==> config.mk <==
export PLATFORM = sky130hd
export DESIGN_NAME = ibw_status_wakeup
export DESIGN_NICKNAME = d
export VERILOG_FILES = /design/src/hdl/ibw_pkg.sv /design/src/hdl/ibw_status_wakeup.sv
export VERILOG_INCLUDE_DIRS = /design/src /design/src/hdl
export SDC_FILE = /design/constraint.sdc
export NUM_CORES = 1
export LEC_CHECK = 0
export ABC_AREA = 1
export BUFFER_PORTS_ARGS = -buffer_cell sky130_fd_sc_hd__buf_2
export CAP_MARGIN = 30
export CORE_MARGIN = 5
export CORE_UTILIZATION = 50
export DETAILED_ROUTE_END_ITERATION = 6
export PLACE_DENSITY = 0.72
export SETUP_SLACK_MARGIN = 0.02
export SLEW_MARGIN = 20
export SYNTH_ARGS = -nofsm -noshare
export SYNTH_HDL_FRONTEND = slang
export SYNTH_SLANG_ARGS = --single-unit
==> constraint.sdc <==
create_clock -name CLK -period 2.7 [get_ports CLK]
set_clock_uncertainty 0.2 [all_clocks]
set_input_delay 0 -clock CLK [delete_from_list [all_inputs] [get_ports CLK]]
set_output_delay 0 -clock CLK [all_outputs]
set_load 0.005 [all_outputs]
==> src/hdl/ibw_params.svh <==
/*
 * offsets, field positions and reset values of the bus status and wakeup block.
 * assumes an 8-bit register port with an index of four bits.
 */
`ifndef IBW_PARAMS_SVH
`define IBW_PARAMS_SVH

// register indexes
`define IBW_OFS_CTRL 4'h0
`define IBW_OFS_STAT 4'h1
`define IBW_OFS_SADR 4'h2
`define IBW_OFS_IRQS 4'h3
`define IBW_OFS_IMSK 4'h4
`define IBW_OFS_TXD 4'h5
`define IBW_OFS_RXD 4'h6

// control register fields
`define IBW_CTL_EN 7
`define IBW_CTL_REL 6
`define IBW_CTL_STOP_IRQ_ENABLE 5
`define IBW_CTL_WAIT_TIMING_SEL 3
`define IBW_CTL_WAIT_RELEASE_BIT 2
`define IBW_CTL_STA 1

// status register fields
`define IBW_ST_MST 7
`define IBW_ST_ALD 6
`define IBW_ST_EXC 5
`define IBW_ST_MATCH 4
`define IBW_ST_TX 3
`define IBW_ST_WAKE 2

// interrupt status fields
`define IBW_IRQ_BYTE 0
`define IBW_IRQ_STOP 1
`define IBW_IRQ_ARB 2

// reset values
`define IBW_RST_CTRL 8'h00
`define IBW_RST_SADR 8'h00
`define IBW_RST_IMSK 3'h0
`define IBW_RST_TXD 8'hFF

// clock figures of a byte
`define IBW_BIT_8 4'h8
`define IBW_BIT_9 4'h9

`endif

==> src/hdl/ibw_pkg.sv <==
/*
 * types of the bus status and wakeup block.
 * assumes ibw_params.svh is on the include path.
 */
`default_nettype none

package ibw_pkg;

    typedef struct packed {
        logic [3:0] addr;
        logic [7:0] wdata;
        logic we;
        logic re;
    } ibw_req_t;

    typedef struct packed {
        logic scl;
        logic sda;
    } ibw_pins_t;

    typedef struct packed {
        logic sda_o;
        logic sda_oe;
    } ibw_drive_t;

endpackage : ibw_pkg

`default_nettype wire

==> src/hdl/ibw_status_wakeup.sv <==
/*
 * status flags, interrupt timing and slave wakeup filter of a two-wire bus interface.
 * assumes scl and sda come from pins on another clock; one register port on CLK.
 */
// Function
// - extension flag set at eighth rise, 0000/1111
// - extension flag cleared by start, stop, release, disable
// - address match flag set at eighth rise
// - match flag cleared by start, stop, release, disable
// - data line driven only while transmit flag set
// - transmit flag set on master start, slave read
// - transmit flag cleared by stop, release, arbitration loss
// - master read or slave start clears transmit flag
// - wait release clears flag, then releases line
// - arbitration loss interrupts at eighth/ninth fall
// - loss by stop interrupts at stop, enable permitting
// - low line at restart/stop loss: byte-end interrupt
// - timing bit picks ninth or eighth falling edge
// - slave byte-end interrupts only after match, extension or arbitration loss
// - start enters wakeup standby through address
// - stop interrupt follows stop enable regardless of wakeup
// - release bit six, enable bit seven
`include "ibw_params.svh"
`timescale 1ns/10ps
`default_nettype none

module ibw_status_wakeup
(
    // clock and reset
    input wire logic CLK,
    input wire logic SYS_RST,
    // register port
    input wire ibw_pkg::ibw_req_t REQ,
    output logic [7:0] RDATA,
    // bus pins
    input wire ibw_pkg::ibw_pins_t PINS,
    output ibw_pkg::ibw_drive_t DRIVE,
    // interrupt
    output logic IRQ
);
    import ibw_pkg::*;

    typedef struct packed {
        logic [1:0] scl_s;
        logic [1:0] sda_s;
        logic scl_p;
        logic sda_p;
        logic bus_if_enable;
        logic stop_irq_enable;
        logic wait_timing_sel;
        logic [7:0] local_slave_addr;
        logic [2:0] irq_mask;
        logic [2:0] irq_stat;
        logic [3:0] bit_cnt;
        logic first_byte;
        logic [7:0] rx_shift;
        logic [7:0] rx_data;
        logic [7:0] so_latch;
        logic master;
        logic arb_lost_flag;
        logic arb_pend;
        logic ext_code_flag;
        logic addr_match_flag;
        logic tx_status_flag;
        logic wake;
        logic [7:0] rdata;
    } ibw_state_t;

    ibw_state_t s_q;
    ibw_state_t s_d;

    logic scl;
    logic sda;
    logic scl_rise;
    logic scl_fall;
    logic start_det;
    logic stop_det;
    logic wr_ctrl;
    logic rel_cmd;
    logic wait_release_bit_cmd;
    logic sta_cmd;
    logic en_fall;
    logic flag_clr;
    logic [7:0] addr_byte;
    logic byte_point;
    logic irq_gate;
    logic [2:0] irq_set;
    logic [2:0] irq_clr;
    logic arb_hit;

    assign scl = s_q.scl_s[1];
    assign sda = s_q.sda_s[1];
    assign scl_rise = scl & ~s_q.scl_p;
    assign scl_fall = ~scl & s_q.scl_p;
    assign start_det = scl & s_q.scl_p & ~sda & s_q.sda_p;
    assign stop_det = scl & s_q.scl_p & sda & ~s_q.sda_p;

    assign wr_ctrl = REQ.we && (REQ.addr == `IBW_OFS_CTRL);
    assign rel_cmd = wr_ctrl & REQ.wdata[`IBW_CTL_REL];
    assign wait_release_bit_cmd = wr_ctrl & REQ.wdata[`IBW_CTL_WAIT_RELEASE_BIT];
    assign sta_cmd = wr_ctrl & REQ.wdata[`IBW_CTL_STA] & s_q.bus_if_enable;
    assign en_fall = wr_ctrl & s_q.bus_if_enable & ~REQ.wdata[`IBW_CTL_EN];
    assign flag_clr = start_det | stop_det | rel_cmd | en_fall | ~s_q.bus_if_enable;

    // full byte with the bit sampled at the eighth rise
    assign addr_byte = {s_q.rx_shift[6:0], sda};

    // byte-end point picked by the timing bit
    assign byte_point = scl_fall && (s_q.wait_timing_sel ? (s_q.bit_cnt == `IBW_BIT_9)
                                                         : (s_q.bit_cnt == `IBW_BIT_8));

    // released high while master transmitter, but line seen low
    assign arb_hit = s_q.master & s_q.tx_status_flag & s_q.so_latch[7] & scl_rise & ~sda;

    // masters, addressed slaves and losers see byte interrupts
    assign irq_gate = s_q.master | s_q.wake | s_q.arb_pend;

    always_comb
    begin
        irq_set = 3'h0;
        irq_set[`IBW_IRQ_BYTE] = byte_point & irq_gate & s_q.bus_if_enable;
        irq_set[`IBW_IRQ_STOP] = stop_det & s_q.stop_irq_enable & s_q.bus_if_enable;
        irq_set[`IBW_IRQ_ARB] = arb_hit;
        irq_clr = (REQ.re && (REQ.addr == `IBW_OFS_IRQS)) ? 3'h7 : 3'h0;
    end

    always_comb
    begin
        s_d = s_q;
        s_d.scl_s = {s_q.scl_s[0], PINS.scl};
        s_d.sda_s = {s_q.sda_s[0], PINS.sda};
        s_d.scl_p = scl;
        s_d.sda_p = sda;

        // register writes
        if (wr_ctrl)
        begin
            s_d.bus_if_enable = REQ.wdata[`IBW_CTL_EN];
            s_d.stop_irq_enable = REQ.wdata[`IBW_CTL_STOP_IRQ_ENABLE];
            s_d.wait_timing_sel = REQ.wdata[`IBW_CTL_WAIT_TIMING_SEL];
        end
        if (REQ.we && (REQ.addr == `IBW_OFS_SADR))
        begin
            s_d.local_slave_addr = REQ.wdata;
        end
        if (REQ.we && (REQ.addr == `IBW_OFS_IMSK))
        begin
            s_d.irq_mask = REQ.wdata[2:0];
        end
        if (REQ.we && (REQ.addr == `IBW_OFS_TXD))
        begin
            s_d.so_latch = REQ.wdata;
        end

        // bit counter and shifter
        if (start_det | stop_det | ~s_q.bus_if_enable)
        begin
            s_d.bit_cnt = 4'h0;
            s_d.first_byte = 1'b1;
        end
        else if (scl_rise)
        begin
            s_d.bit_cnt = s_q.bit_cnt + 4'h1;
            if (s_q.bit_cnt < `IBW_BIT_8)
            begin
                s_d.rx_shift = addr_byte;
            end
        end
        else if (scl_fall)
        begin
            if (s_q.bit_cnt == `IBW_BIT_9)
            begin
                s_d.bit_cnt = 4'h0;
                s_d.first_byte = 1'b0;
                s_d.arb_pend = 1'b0;
            end
            else if (s_q.tx_status_flag && (s_q.bit_cnt != 4'h0) && (s_q.master || ~s_q.first_byte))
            begin
                s_d.so_latch = {s_q.so_latch[6:0], 1'b1};
            end
        end
        if (scl_rise && (s_q.bit_cnt == 4'h7))
        begin
            s_d.rx_data = addr_byte;
        end

        // common clears of the address flags
        if (flag_clr)
        begin
            s_d.ext_code_flag = 1'b0;
            s_d.addr_match_flag = 1'b0;
        end

        // wakeup standby from start through the address byte
        if (start_det | ~s_q.bus_if_enable)
        begin
            s_d.wake = 1'b0;
        end
        if (stop_det)
        begin
            s_d.wake = 1'b0;
        end

        // transmit status clears
        if (stop_det | rel_cmd | en_fall | wait_release_bit_cmd | ~s_q.bus_if_enable)
        begin
            s_d.tx_status_flag = 1'b0;
        end
        if (start_det & ~s_q.master)
        begin
            s_d.tx_status_flag = 1'b0;
        end
        if (~s_q.first_byte & ~s_q.master & ~s_q.addr_match_flag & ~s_q.ext_code_flag)
        begin
            s_d.tx_status_flag = 1'b0;
        end

        // flags taken at the eighth rise of the first byte, set over clear
        if (scl_rise && (s_q.bit_cnt == 4'h7) && s_q.first_byte && s_q.bus_if_enable)
        begin
            if ((addr_byte[7:4] == 4'h0) || (addr_byte[7:4] == 4'hF))
            begin
                s_d.ext_code_flag = 1'b1;
            end
            if (addr_byte[7:1] == s_q.local_slave_addr[7:1])
            begin
                s_d.addr_match_flag = 1'b1;
            end
            if (~s_q.master && ((addr_byte[7:1] == s_q.local_slave_addr[7:1])
                || (addr_byte[7:4] == 4'h0) || (addr_byte[7:4] == 4'hF)))
            begin
                s_d.wake = 1'b1;
            end
            if (s_q.master && addr_byte[0])
            begin
                s_d.tx_status_flag = 1'b0;
            end
            if (~s_q.master && addr_byte[0] && (addr_byte[7:1] == s_q.local_slave_addr[7:1]))
            begin
                s_d.tx_status_flag = 1'b1;
            end
        end

        // arbitration loss turns the master into a slave
        if (arb_hit)
        begin
            s_d.arb_lost_flag = 1'b1;
            s_d.arb_pend = 1'b1;
            s_d.master = 1'b0;
            s_d.tx_status_flag = 1'b0;
        end
        if (stop_det | rel_cmd | ~s_q.bus_if_enable)
        begin
            s_d.master = 1'b0;
            s_d.arb_pend = 1'b0;
        end
        if (REQ.re && (REQ.addr == `IBW_OFS_STAT))
        begin
            s_d.arb_lost_flag = arb_hit;
        end

        // master start command
        if (sta_cmd)
        begin
            s_d.master = 1'b1;
            s_d.tx_status_flag = 1'b1;
        end

        // sticky interrupt bits, set over clear
        s_d.irq_stat = (s_q.irq_stat & ~irq_clr) | irq_set;

        // read data one cycle after the strobe
        s_d.rdata = 8'h00;
        if (REQ.re)
        begin
            case (REQ.addr)
                `IBW_OFS_CTRL:
                begin
                    s_d.rdata[`IBW_CTL_EN] = s_q.bus_if_enable;
                    s_d.rdata[`IBW_CTL_STOP_IRQ_ENABLE] = s_q.stop_irq_enable;
                    s_d.rdata[`IBW_CTL_WAIT_TIMING_SEL] = s_q.wait_timing_sel;
                end
                `IBW_OFS_STAT:
                begin
                    s_d.rdata[`IBW_ST_MST] = s_q.master;
                    s_d.rdata[`IBW_ST_ALD] = s_q.arb_lost_flag;
                    s_d.rdata[`IBW_ST_EXC] = s_q.ext_code_flag;
                    s_d.rdata[`IBW_ST_MATCH] = s_q.addr_match_flag;
                    s_d.rdata[`IBW_ST_TX] = s_q.tx_status_flag;
                    s_d.rdata[`IBW_ST_WAKE] = s_q.wake;
                end
                `IBW_OFS_SADR:
                begin
                    s_d.rdata = s_q.local_slave_addr;
                end
                `IBW_OFS_IRQS:
                begin
                    s_d.rdata = {5'h00, s_q.irq_stat};
                end
                `IBW_OFS_IMSK:
                begin
                    s_d.rdata = {5'h00, s_q.irq_mask};
                end
                `IBW_OFS_TXD:
                begin
                    s_d.rdata = s_q.so_latch;
                end
                `IBW_OFS_RXD:
                begin
                    s_d.rdata = s_q.rx_data;
                end
                default:
                begin
                    s_d.rdata = 8'h00;
                end
            endcase
        end
    end

    always_ff @(posedge CLK or posedge SYS_RST)
    begin
        if (SYS_RST)
        begin
            s_q.scl_s <= 2'h3;
            s_q.sda_s <= 2'h3;
            s_q.scl_p <= 1'b1;
            s_q.sda_p <= 1'b1;
            s_q.bus_if_enable <= 1'(`IBW_RST_CTRL >> `IBW_CTL_EN);
            s_q.stop_irq_enable <= 1'b0;
            s_q.wait_timing_sel <= 1'b0;
            s_q.local_slave_addr <= `IBW_RST_SADR;
            s_q.irq_mask <= `IBW_RST_IMSK;
            s_q.irq_stat <= 3'h0;
            s_q.bit_cnt <= 4'h0;
            s_q.first_byte <= 1'b1;
            s_q.rx_shift <= 8'h00;
            s_q.rx_data <= 8'h00;
            s_q.so_latch <= `IBW_RST_TXD;
            s_q.master <= 1'b0;
            s_q.arb_lost_flag <= 1'b0;
            s_q.arb_pend <= 1'b0;
            s_q.ext_code_flag <= 1'b0;
            s_q.addr_match_flag <= 1'b0;
            s_q.tx_status_flag <= 1'b0;
            s_q.wake <= 1'b0;
            s_q.rdata <= 8'h00;
        end
        else
        begin
            s_q <= s_d;
        end
    end

    // data line: driven low only from the latch while transmitting
    always_comb
    begin
        DRIVE.sda_o = 1'b0;
        DRIVE.sda_oe = s_q.tx_status_flag & ~s_q.so_latch[7]
                       & (s_q.master | ~s_q.first_byte);
    end

    assign RDATA = s_q.rdata;
    assign IRQ = |(s_q.irq_stat & s_q.irq_mask);

endmodule : ibw_status_wakeup

`default_nettype wire

Yosys cells after proc, flatten, opt, wreduce, memory -nomap -nowiden:

Index checks and enable logic that the tools add are counted.

* logic and storage cells: 176
* bits in read-only memories: 0
* bits in registers: 66
* bits in latches: 0
* memory bits (writable): 0
* memories: 0

* eq/ne operators: 14
* magnitude comparators: 1
* add/subtract/negate cells: 1
* shifts and indexed selects: 0
* multiply operators: 0
* bitwise logic cells: 57
* div/mod/pow operators: 0
* muxes and demuxes: 44
* reduce and logical (&&, ||, !) cells: 36

Operator list (count)
* 2-to-1 mux 8 bit: 7
* bitwise AND 1 bit: 27
* 2-to-1 mux 1 bit: 22
* equality test 4 x 3 -> 1 bit (second input constant): 4
* logical AND 1 bit: 16
* 2-to-1 mux 5 bit: 3
* one-hot mux 1 bit (5 select lines): 3
* nonzero test 3 bit: 5
* OR 1 bit: 14
* equality test 4 bit (second input constant): 3
* inverter 1 bit: 12
* one-hot mux 2 bit (5 select lines): 1
* equality test 4 x 2 -> 1 bit (second input constant): 2
* zero test 4 bit: 2
* 2-to-1 mux 4 bit: 2
* one-hot mux 1 bit (4 select lines): 2
* equality test 7 bit: 1
* bitwise AND 3 bit: 2
* 2-to-1 mux 3 bit: 2
* one-hot mux 1 bit (6 select lines): 1
* AND reduction 3 bit: 2
* nonzero test 2 bit: 3
* adder 4 x 1 -> 4 bit (second input constant): 1
* equality test 4 x 1 -> 1 bit (second input constant): 1
* 12 further kinds: 15

Longest topological paths before layout:

Gate-level depths: netlist (run 1).

* depth after elaboration: 15
* gate-level depth with buffers: 10
* mapped depth without buffers: 10

Worst setup path after synthesis (run 1):

OpenSTA, ideal clock, no wires.

* path type: register -> register
* start point: register s_q[62] (netlist name)
* end point: register s_q[18] (netlist name)
* clock period less this slack: 1.836 ns
* arrival time: 1.557 ns
* setup time: 0.079 ns
* slack: 0.864 ns
* cell stages (with the launch flop): 9
* cell sequence: dfstp_2 > inv_1 > ha_1 > inv_1 > nand3_1 > nor2_1 > nand3_2 > buf_2 > o21ai_0

RTL lines
* start: declaration: line ibw_status_wakeup.sv:69 `ibw_state_t s_q;`

Worst setup path in the final report (run 1):

* start point: input port REQ[11] (netlist name)
* end point: register s_q[56] (netlist name)

* cells in the longest elaborated chain, start to end: 2

RTL lines
* start: declaration: line ibw_status_wakeup.sv:33 `input wire ibw_pkg::ibw_req_t REQ,`
* equality test 4 x 2 -> 1 bit
* logical AND 1 bit: line ibw_status_wakeup.sv:142 `` if (REQ.we && (REQ.addr == `IBW_OFS_SADR)) ``

No other way between the ends.
A chain may end at the register's enable or synchronous reset.

==> results.sh, run 1 <==
export IMPL_status="complete, no violations"
export IMPL_rows=30
export IMPL_cap_violations=0
export IMPL_setup_tns_ps=0
export IMPL_ios=29
export IMPL_slowest_stage="dlygate4sd3_1"
export IMPL_dp_cells=509
export IMPL_syn_area_per_cell_um2=8.30
export IMPL_crit_start="REQ[11]"
export IMPL_synth_seq_cells=66
export IMPL_max_freq_mhz=392
export IMPL_rr_startpoint="s_d[62]"
export IMPL_die_w_um=92.9
export IMPL_pre_cts_ws_ps=702
export IMPL_yosysSeqAreaShare_pct=48.6
export IMPL_cp_required_ps=2720
export IMPL_fin_crit_ps=2550
export IMPL_synth_cell_types=40
export IMPL_grt_use_total_pct=21.0
export IMPL_rsz0062_at_grt="no"
export IMPL_critPathMaxFanout=15
export IMPL_core_area_mm2=0.00676
export IMPL_fillers=585
export IMPL_cts_htree_levels=3
export IMPL_regToRegSetupSlack_ps=210
export IMPL_clockRootBuffer="clkbuf_8"
export IMPL_setup_viol=0
export IMPL_min_path_type="in2reg"
export IMPL_dpl_hpwl_mm=6.05
export IMPL_overflow=0
export IMPL_grt_pass1_wl_mm=14.1
export IMPL_path_clk_slew_ps=70
export IMPL_drtAntennaViolNets=0
export IMPL_total_leakage_power_nw=1.97
export IMPL_grt_antenna_before_repair=0
export IMPL_synthTopCellsByCount="95 x nand2_1, 56 x inv_1, 51 x dfrtp_1, 44 x o21ai_0, 28 x nor2_1"
export IMPL_p_total_w=0.00259
export IMPL_crit_type="in2reg"
export IMPL_cts_made_buffers=9
export IMPL_start_util_pct=50.8
export IMPL_mappedNetlistNets=438
export IMPL_yosysWarnings=0
export IMPL_start_kind="input pin"
export IMPL_chipHeight_um=92.9
export IMPL_stdcell_count=554
export IMPL_remaining_drc_errors=0
export IMPL_worstMarginPinSlew_ps=687
export IMPL_synth_main_ff_cell="dfrtp_1"
export IMPL_ys_top_cells_by_area="dfrtp_1 37%, dfstp_2 11%, nand2_1 10%"
export IMPL_final_nets=493
export IMPL_port_buffers=27
export IMPL_synth_most_common_cell="nand2_1"
export IMPL_syn_to_final_growth_pct=17.6
export IMPL_cpMostUsedCell="dlygate4sd3_1"
export IMPL_first_pass_iters=4
export IMPL_slew_headroom_pct=54.1
export IMPL_slew_viol_final=0
export IMPL_path_cells="dlygate4sd3_1 -> buf_2 -> inv_2 -> nor2_4 -> nand2_2 -> clkinv_2 -> nand2_4 -> nor2_1 -> dlygate4sd3_1 -> a21oi_1 -> dlygate4sd3_1"
export IMPL_finalHoldViolCount=0
export IMPL_arrival_ps=2570
export IMPL_ir_worst_vdd_mv=0.282
export IMPL_powerDensity_mw_per_mm2=643
export IMPL_vias=2999
export IMPL_ff2ff_path_depth=11
export IMPL_synth_top_area_share_pct=37.2
export IMPL_timing_final_ws_setup_ps=148
export IMPL_gp_congestion=0.926
export IMPL_drt_iter0_markers=245
export IMPL_synth_edf_count=0
export IMPL_syn_area_mm2=0.00343
export IMPL_r2r_end="s_q[9]"
export IMPL_wire_per_inst_um=15.3
export IMPL_finalCritPeriodShare_pct=94.5
export IMPL_wl_mm=8.47
export IMPL_critPathMaxStageDelay_ps=560
export IMPL_cts_max_path_buffers=2
export IMPL_crit_end="s_q[56]"
export IMPL_synth_area_leader_cell="dfrtp_1"
export IMPL_endpoint_kind="flip-flop"
export IMPL_grt_pass1_vias=2866
export IMPL_netlist_instances=414
export IMPL_cts_sinks=66
export IMPL_viasPerCell=5.41
export IMPL_drive_above_1_share_pct=18.6
export IMPL_dieArea_mm2=0.00863
export IMPL_diodes=0
export IMPL_cts_tree="yes"
export IMPL_grt_max_degree=36
export IMPL_async_flop_share_pct=100
export IMPL_clk_latency_ps=340
-- repair_timing --
action / in CTS / in global routing
hold buffers: 27 / 0
gates resized for setup: 0 / 1
endpoints found under the hold margin: 67 / 0
setup endpoints to repair: 0 / 3
setup buffers: 0 / 2
-- worst max-delay path: cells and delay by family --
kind | cells | cell delay [ps]
AO/OA/AOI/OAI | 1 | 40
buffers and inverters | 6 | 2000
AND/OR/NAND/NOR | 4 | 540
-- through the flow --
step	cell area [um^2]	hold slack, ps	utilization [%]
2_1_floorplan	3430	-196	-
3_3_place_gp	3590	-95.2	53.1
3_5_place_dp	3590	-93.8	53.1
4_1_cts	4020	7.56	59.5
5_1_grt	4040	60.7	59.8
6_report	4040	33.2	59.8
-- power by group --
part	switching (W)	internal, W
logic	0.000382	0.000238
clock network	0.000379	0.000326
registers	0.000115	0.00115
-- layer usage --
layer / global-route usage, % / vias to the layer above / routed length [um] / part of all wire, %
met1: 28.4 / 1397 / 3720 / 44
met4: 7.94 / 0 / 208 / 2.5
met5: 0 / - / 0 / 0
met2: 32.8 / 137 / 3950 / 47
li1: - / 1448 / - / -
met3: 4.63 / 17 / 588 / 6.9
-- placed cells by master (no fill, tap or decap), types with 2 or more instances in the layout --
cell type / instances
buf_4: 3
inv_1: 55
dlygate4sd3_1: 26
o22ai_1: 5
clkinv_2: 5
nor2_4: 6
nor2_1: 28
o21ai_1: 8
a21oi_1: 12
nor2_2: 2
ha_1: 6
nand2_1: 95
dfstp_2: 15
o21ai_2: 6
nand2_4: 3
o21ai_0: 44
nand4_1: 9
nor3_1: 4
clkinvlp_4: 2
nand2_2: 2
o21a_1: 2
nand3_1: 26
inv_2: 4
dfrtp_1: 51
xnor2_1: 2
buf_2: 27
clkbuf_8: 9
-- kinds of logic after synthesis --
logic type | count (synthesis) | synth area share, %
multiplexers | 1 | 0.437
flip-flops | 66 | 48.6
AO/OA/AOI/OAI | 85 | 14.0
buffers and inverters | 75 | 9.91
AND/OR/NAND/NOR | 178 | 24.2
XOR/XNOR | 2 | 0.510
adder cells (fa/ha/maj) | 6 | 2.19
other | 1 | 0.109
-- registers in the layout (all words and copies together) (netlist names) --
| register | cells |
|---|---|
| s_q | 47 |
| RDATA | 8 |
| addr_byte | 8 |
| s_d | 3 |
-- worst min path at each step --
stage / startpoint / end / cells past startpoint / slack, ps
floorplan: PINS[0] / s_d[64] / 0 / -200
global placement: PINS[0] / s_d[64] / 1 / -100
detailed placement: PINS[0] / s_d[64] / 1 / -90
CTS: REQ[13] / s_q[13] / 5 / 8
global route: REQ[13] / s_q[15] / 6 / 60
finish: REQ[13] / s_q[13] / 5 / 30
-- layout make-up --
class	instances	area (um^2)	share of cell area, %
inverters	61	230	5.70
clock inverters	6	35.0	0.868
multi-input cells	273	1420	35.3
well taps	80	100	2.48
repair buffers	58	450	11.2
clock buffers	10	128	3.16
flip-flops and latches	66	1670	41.4
(Power assumes the default switching activity.)
==> run 2, diff against run 1 <==
--- a/config.mk
+++ b/config.mk
@@ -12,9 +12,8 @@
 export CORE_MARGIN = 5
 export CORE_UTILIZATION = 50
 export DETAILED_ROUTE_END_ITERATION = 6
-export PLACE_DENSITY = 0.72
+export PLACE_DENSITY_LB_ADDON = 0.2
 export SETUP_SLACK_MARGIN = 0.02
-export SLEW_MARGIN = 20
 export SYNTH_ARGS = -nofsm -noshare
 export SYNTH_HDL_FRONTEND = slang
 export SYNTH_SLANG_ARGS = --single-unit
==> results.sh, run 2 (synthesized netlist as in run 1, its figures left out) <==
export IMPL_status="complete, no violations"
export IMPL_dp_cells=509
export IMPL_timing_final_ws_setup_ps=207
export IMPL_cts_tree="yes"
export IMPL_stdcell_count=549
export IMPL_cp_num_buf_inv=6
export IMPL_ios=29
export IMPL_rows=30
export IMPL_final_nets=488
export IMPL_cts_max_path_buffers=2
export IMPL_worstMarginPinSlew_ps=651
export IMPL_drive_above_1_share_pct=18.8
export IMPL_fin_crit_ps=2490
export IMPL_arrival_ps=2530
export IMPL_mostFrequentLayoutCells="95 x nand2_1, 55 x inv_1, 51 x dfrtp_1"
export IMPL_powerDensity_mw_per_mm2=672
export IMPL_cts_sinks=66
export IMPL_min_path_type="in2async"
export IMPL_port_buffers=27
export IMPL_die_w_um=92.9
export IMPL_final_common_cell="nand2_1"
export IMPL_start_util_pct=50.8
export IMPL_ir_worst_vdd_mv=0.368
export IMPL_endpoint_kind="flip-flop"
export IMPL_cts_made_buffers=9
export IMPL_setup_viol=0
export IMPL_grt_pass1_vias=2843
export IMPL_grt_use_total_pct=21.9
export IMPL_overflow=0
export IMPL_crit_type="in2reg"
export IMPL_pre_cts_ws_ps=685
export IMPL_cts_repair_resized=0
export IMPL_path_clk_slew_ps=80
export IMPL_grt_max_degree=38
export IMPL_critPathMaxFanout=15
export IMPL_rsz0062_at_grt="no"
export IMPL_core_area_mm2=0.00676
export IMPL_finalCritPeriodShare_pct=92.3
export IMPL_first_pass_iters=5
export IMPL_drt_iter0_markers=205
export IMPL_clockRootBuffer="clkbuf_8"
export IMPL_critPathMaxStageDelay_ps=570
export IMPL_drtAntennaViolNets=0
export IMPL_clk_latency_ps=360
export IMPL_p_total_w=0.00270
export IMPL_setup_tns_ps=0
export IMPL_total_leakage_power_nw=1.93
export IMPL_cts_htree_levels=3
export IMPL_viasPerCell=5.28
export IMPL_finalHoldViolCount=0
export IMPL_slowest_stage="dlygate4sd3_1"
export IMPL_grt_antenna_before_repair=0
export IMPL_remaining_drc_errors=0
export IMPL_dpl_hpwl_mm=6.10
export IMPL_start_kind="input pin"
export IMPL_cpMostUsedCell="dlygate4sd3_1"
export IMPL_diodes=0
export IMPL_chipHeight_um=92.9
export IMPL_slew_headroom_pct=56.5
export IMPL_largest_reg_flops=47
export IMPL_cp_required_ps=2740
export IMPL_slew_viol_final=0
export IMPL_wl_mm=8.51
export IMPL_vias=2896
export IMPL_grt_pass1_wl_mm=14.5
export IMPL_critPathTopFamily="buffers and inverters"
export IMPL_syn_to_final_growth_pct=17.0
export IMPL_wire_per_inst_um=15.5
export IMPL_cap_violations=0
export IMPL_fillers=614
export IMPL_max_freq_mhz=401
export IMPL_gp_congestion=0.942
export IMPL_path_cells="dlygate4sd3_1 -> buf_2 -> inv_2 -> nor2_4 -> nand2_2 -> clkinv_2 -> nand2_4 -> nor2_1 -> dlygate4sd3_1 -> a21oi_1 -> dlygate4sd3_1"
export IMPL_regMostFlops="s_q"
export IMPL_dieArea_mm2=0.00863
-- run 2: cell count changes in the layout (fill, tap and decap cells not counted) --
cell            delta
buf_4              -1
bufinv_16          +1
clkbuf_1           -1
clkinv_2           -2
clkinvlp_4         +2
dlygate4sd3_1      -3
dlymetal6s4s_1     -1
-- run 2: through the flow --
step,cell area [um^2],util [%],hold slack [ps]
6_report,4020,59.5,72.3
5_1_grt,4020,59.5,98.4
4_1_cts,4010,59.4,75.5
3_5_place_dp,3590,53.1,-92.7
3_3_place_gp,3590,53.1,-95.7
2_1_floorplan,3430,-,-196
-- run 2: repair_timing --
action,in CTS,in global routing
hold buffers,23,0
endpoints found under the setup margin,0,1
buffers inserted,0,1
endpoints found under the hold margin,90,0
-- run 2: report_power, final --
group	switching, W	internal (W)
Clock	0.000399	0.000422
Combinational	0.000374	0.000229
Sequential	0.000122	0.00115
-- run 2: layout make-up --
type	count	area [um^2]	area share, %
tap	80	100	2.49
sequential	66	1670	41.6
timing repair buffer	53	400	9.96
clock buffer	9	124	3.08
multi-input combinational	273	1420	35.4
inverter	61	230	5.73
clock inverter	7	70.1	1.74
-- run 2: path summary, 6_finish.rpt --
path                       startpoint            to  slack, ps  cells past startpoint
setup reg to reg              s_q[62]       s_q[18]        670                      7
hold / removal                SYS_RST       s_q[44]         70                      3
setup / recovery              REQ[11]       s_q[54]        210                     11
max in group asynchronous     SYS_RST  addr_byte[0]       1530                      4
min in group CLK              PINS[1]       s_d[66]         90                      2
hold reg to reg               s_d[64]  addr_byte[0]        160                      0
-- run 2: tightest hold or removal path, stage by stage --
cell and delay, ps:
dlygate4sd3_1 530, buf_2 120, inv_2 470
-- run 2: layer usage --
| layer | vias to the layer above | track usage, % | wire (um) |
|---|---|---|---|
| met5 | - | 0 | 0 |
| met4 | 0 | 9.77 | 170 |
| met3 | 14 | 3.17 | 390 |
| met2 | 92 | 34.3 | 3970 |
| met1 | 1357 | 30.2 | 3980 |
| li1 | 1433 | - | - |
==> run 3, diff against run 2 <==
==> constraint.sdc (replaced) <==
create_clock -name CLK -period 2.7 [get_ports CLK]
set_clock_uncertainty 0.2 [all_clocks]
set_input_delay 0.135 -clock CLK [delete_from_list [all_inputs] [get_ports CLK]]
set_output_delay 0.135 -clock CLK [all_outputs]
set_load 0.005 [all_outputs]
==> results.sh, run 3 (synthesized netlist as in run 1, its figures left out) <==
export IMPL_status="complete, no violations"
export IMPL_grt_use_total_pct=20.6
export IMPL_crit_type="reg2reg"
export IMPL_grt_antenna_before_repair=0
export IMPL_clk_latency_ps=350
export IMPL_setup_viol=0
export IMPL_ff2ff_path_depth=7
export IMPL_syn_to_final_growth_pct=14.8
export IMPL_r2r_end="s_q[16]"
export IMPL_clockRootBuffer="clkbuf_8"
export IMPL_final_common_cell="nand2_1"
export IMPL_pre_cts_ws_ps=694
export IMPL_min_path_type="in2reg"
export IMPL_gp_congestion=0.920
export IMPL_grt_pass1_wl_mm=13.7
export IMPL_cap_violations=0
export IMPL_rr_startpoint="s_q[62]"
export IMPL_remaining_drc_errors=0
export IMPL_cp_required_ps=2760
export IMPL_cts_max_path_buffers=2
export IMPL_dpl_hpwl_mm=6.10
export IMPL_drt_iter0_markers=235
export IMPL_viasPerCell=5.28
export IMPL_min_to="s_q[50]"
export IMPL_first_pass_iters=5
export IMPL_ir_worst_vdd_mv=0.332
export IMPL_die_w_um=92.9
export IMPL_start_kind="flip-flop"
export IMPL_fin_area_mm2=0.00394
export IMPL_vias=2853
export IMPL_port_buffers=27
export IMPL_cts_tree="yes"
export IMPL_diodes=0
export IMPL_rsz0062_at_grt="no"
export IMPL_path_clk_slew_ps=80
export IMPL_core_area_mm2=0.00676
export IMPL_dieArea_mm2=0.00863
export IMPL_drive_above_1_share_pct=18.9
export IMPL_place_area_mm2=0.00359
export IMPL_mostFrequentLayoutCells="95 x nand2_1, 55 x inv_1, 51 x dfrtp_1"
export IMPL_worstMarginPinSlew_ps=613
export IMPL_grt_max_degree=40
export IMPL_hold_start="REQ[1]"
export IMPL_wl_mm=8.34
export IMPL_grt_pass1_vias=2726
export IMPL_overflow=0
export IMPL_finalHoldViolCount=0
export IMPL_max_freq_mhz=482
export IMPL_chipHeight_um=92.9
export IMPL_hold_buffers=15
export IMPL_cts_htree_levels=3
export IMPL_regMostFlops="s_q"
export IMPL_powerDensity_mw_per_mm2=685
export IMPL_crit_start="s_q[62]"
export IMPL_setup_tns_ps=0
export IMPL_ios=29
export IMPL_stdcell_count=540
export IMPL_regToRegSetupSlack_ps=630
export IMPL_slew_viol_final=0
export IMPL_fin_crit_ps=2070
export IMPL_final_nets=479
export IMPL_dp_cells=509
export IMPL_cts_sinks=66
export IMPL_total_leakage_power_nw=1.90
export IMPL_endpoint_kind="flip-flop"
export IMPL_finalCritPeriodShare_pct=76.8
export IMPL_wire_per_inst_um=15.5
export IMPL_cts_made_buffers=9
export IMPL_cts_setup_buffers=0
export IMPL_largest_reg_flops=47
export IMPL_whs_path_depth=3
export IMPL_timing_final_ws_setup_ps=626
export IMPL_critPathMaxFanout=15
export IMPL_arrival_ps=2140
export IMPL_slew_headroom_pct=59.1
export IMPL_drtAntennaViolNets=0
export IMPL_rows=30
export IMPL_cts_repair_resized=0
export IMPL_start_util_pct=50.8
run 3: how the worst max path moves through the flow:
stage / cells past startpoint / slack (ps) / end
CTS: 7 / 640 / s_q[16]
global placement: 7 / 750 / s_q[17]
detailed placement: 7 / 690 / s_q[20]
floorplan: 1 / 740 / RDATA[0]
global route: 7 / 490 / s_q[16]
finish: 7 / 630 / s_q[16]
run 3: per-stage QoR:
step	hold slack, ps	util [%]	total power (W)
floorplan	-60.5	-	0.00169
global placement	39.7	53.1	0.00183
detailed placement	38.3	53.1	0.00185
CTS	5.19	58.3	0.00271
global route	33.6	58.3	0.00286
finish	15.5	58.3	0.00270
run 3: worst max-delay path, cell delays in order (launching register included):
cell     delay (ps)
dfstp_2         540
inv_1            40
ha_1            230
inv_1           170
nand3_1          90
nor2_1          140
nand3_2         260
o21ai_0         320
run 3: layer usage:
layer,wire [um],global-route usage [%],part of all wire (%)
met1,3840,27.4,46
met2,3860,32.9,46
met3,459,3.98,5.5
met4,187,8.67,2.2
met5,0,0,0
run 3: area by class of cell:
cell class	instances	area, um^2
Fill cell	605	2820
Sequential cell	66	1670
Multi-Input combinational cell	273	1420
Timing Repair Buffer	44	313
Inverter	61	230
Clock buffer	10	138
Tap cell	80	100
Clock inverter	6	66.3
run 3: report_power, final:
| part | internal [W] | switching, W |
|---|---|---|
| Combinational | 0.000216 | 0.000368 |
| Sequential | 0.00115 | 0.000118 |
| Clock | 0.000451 | 0.000393 |
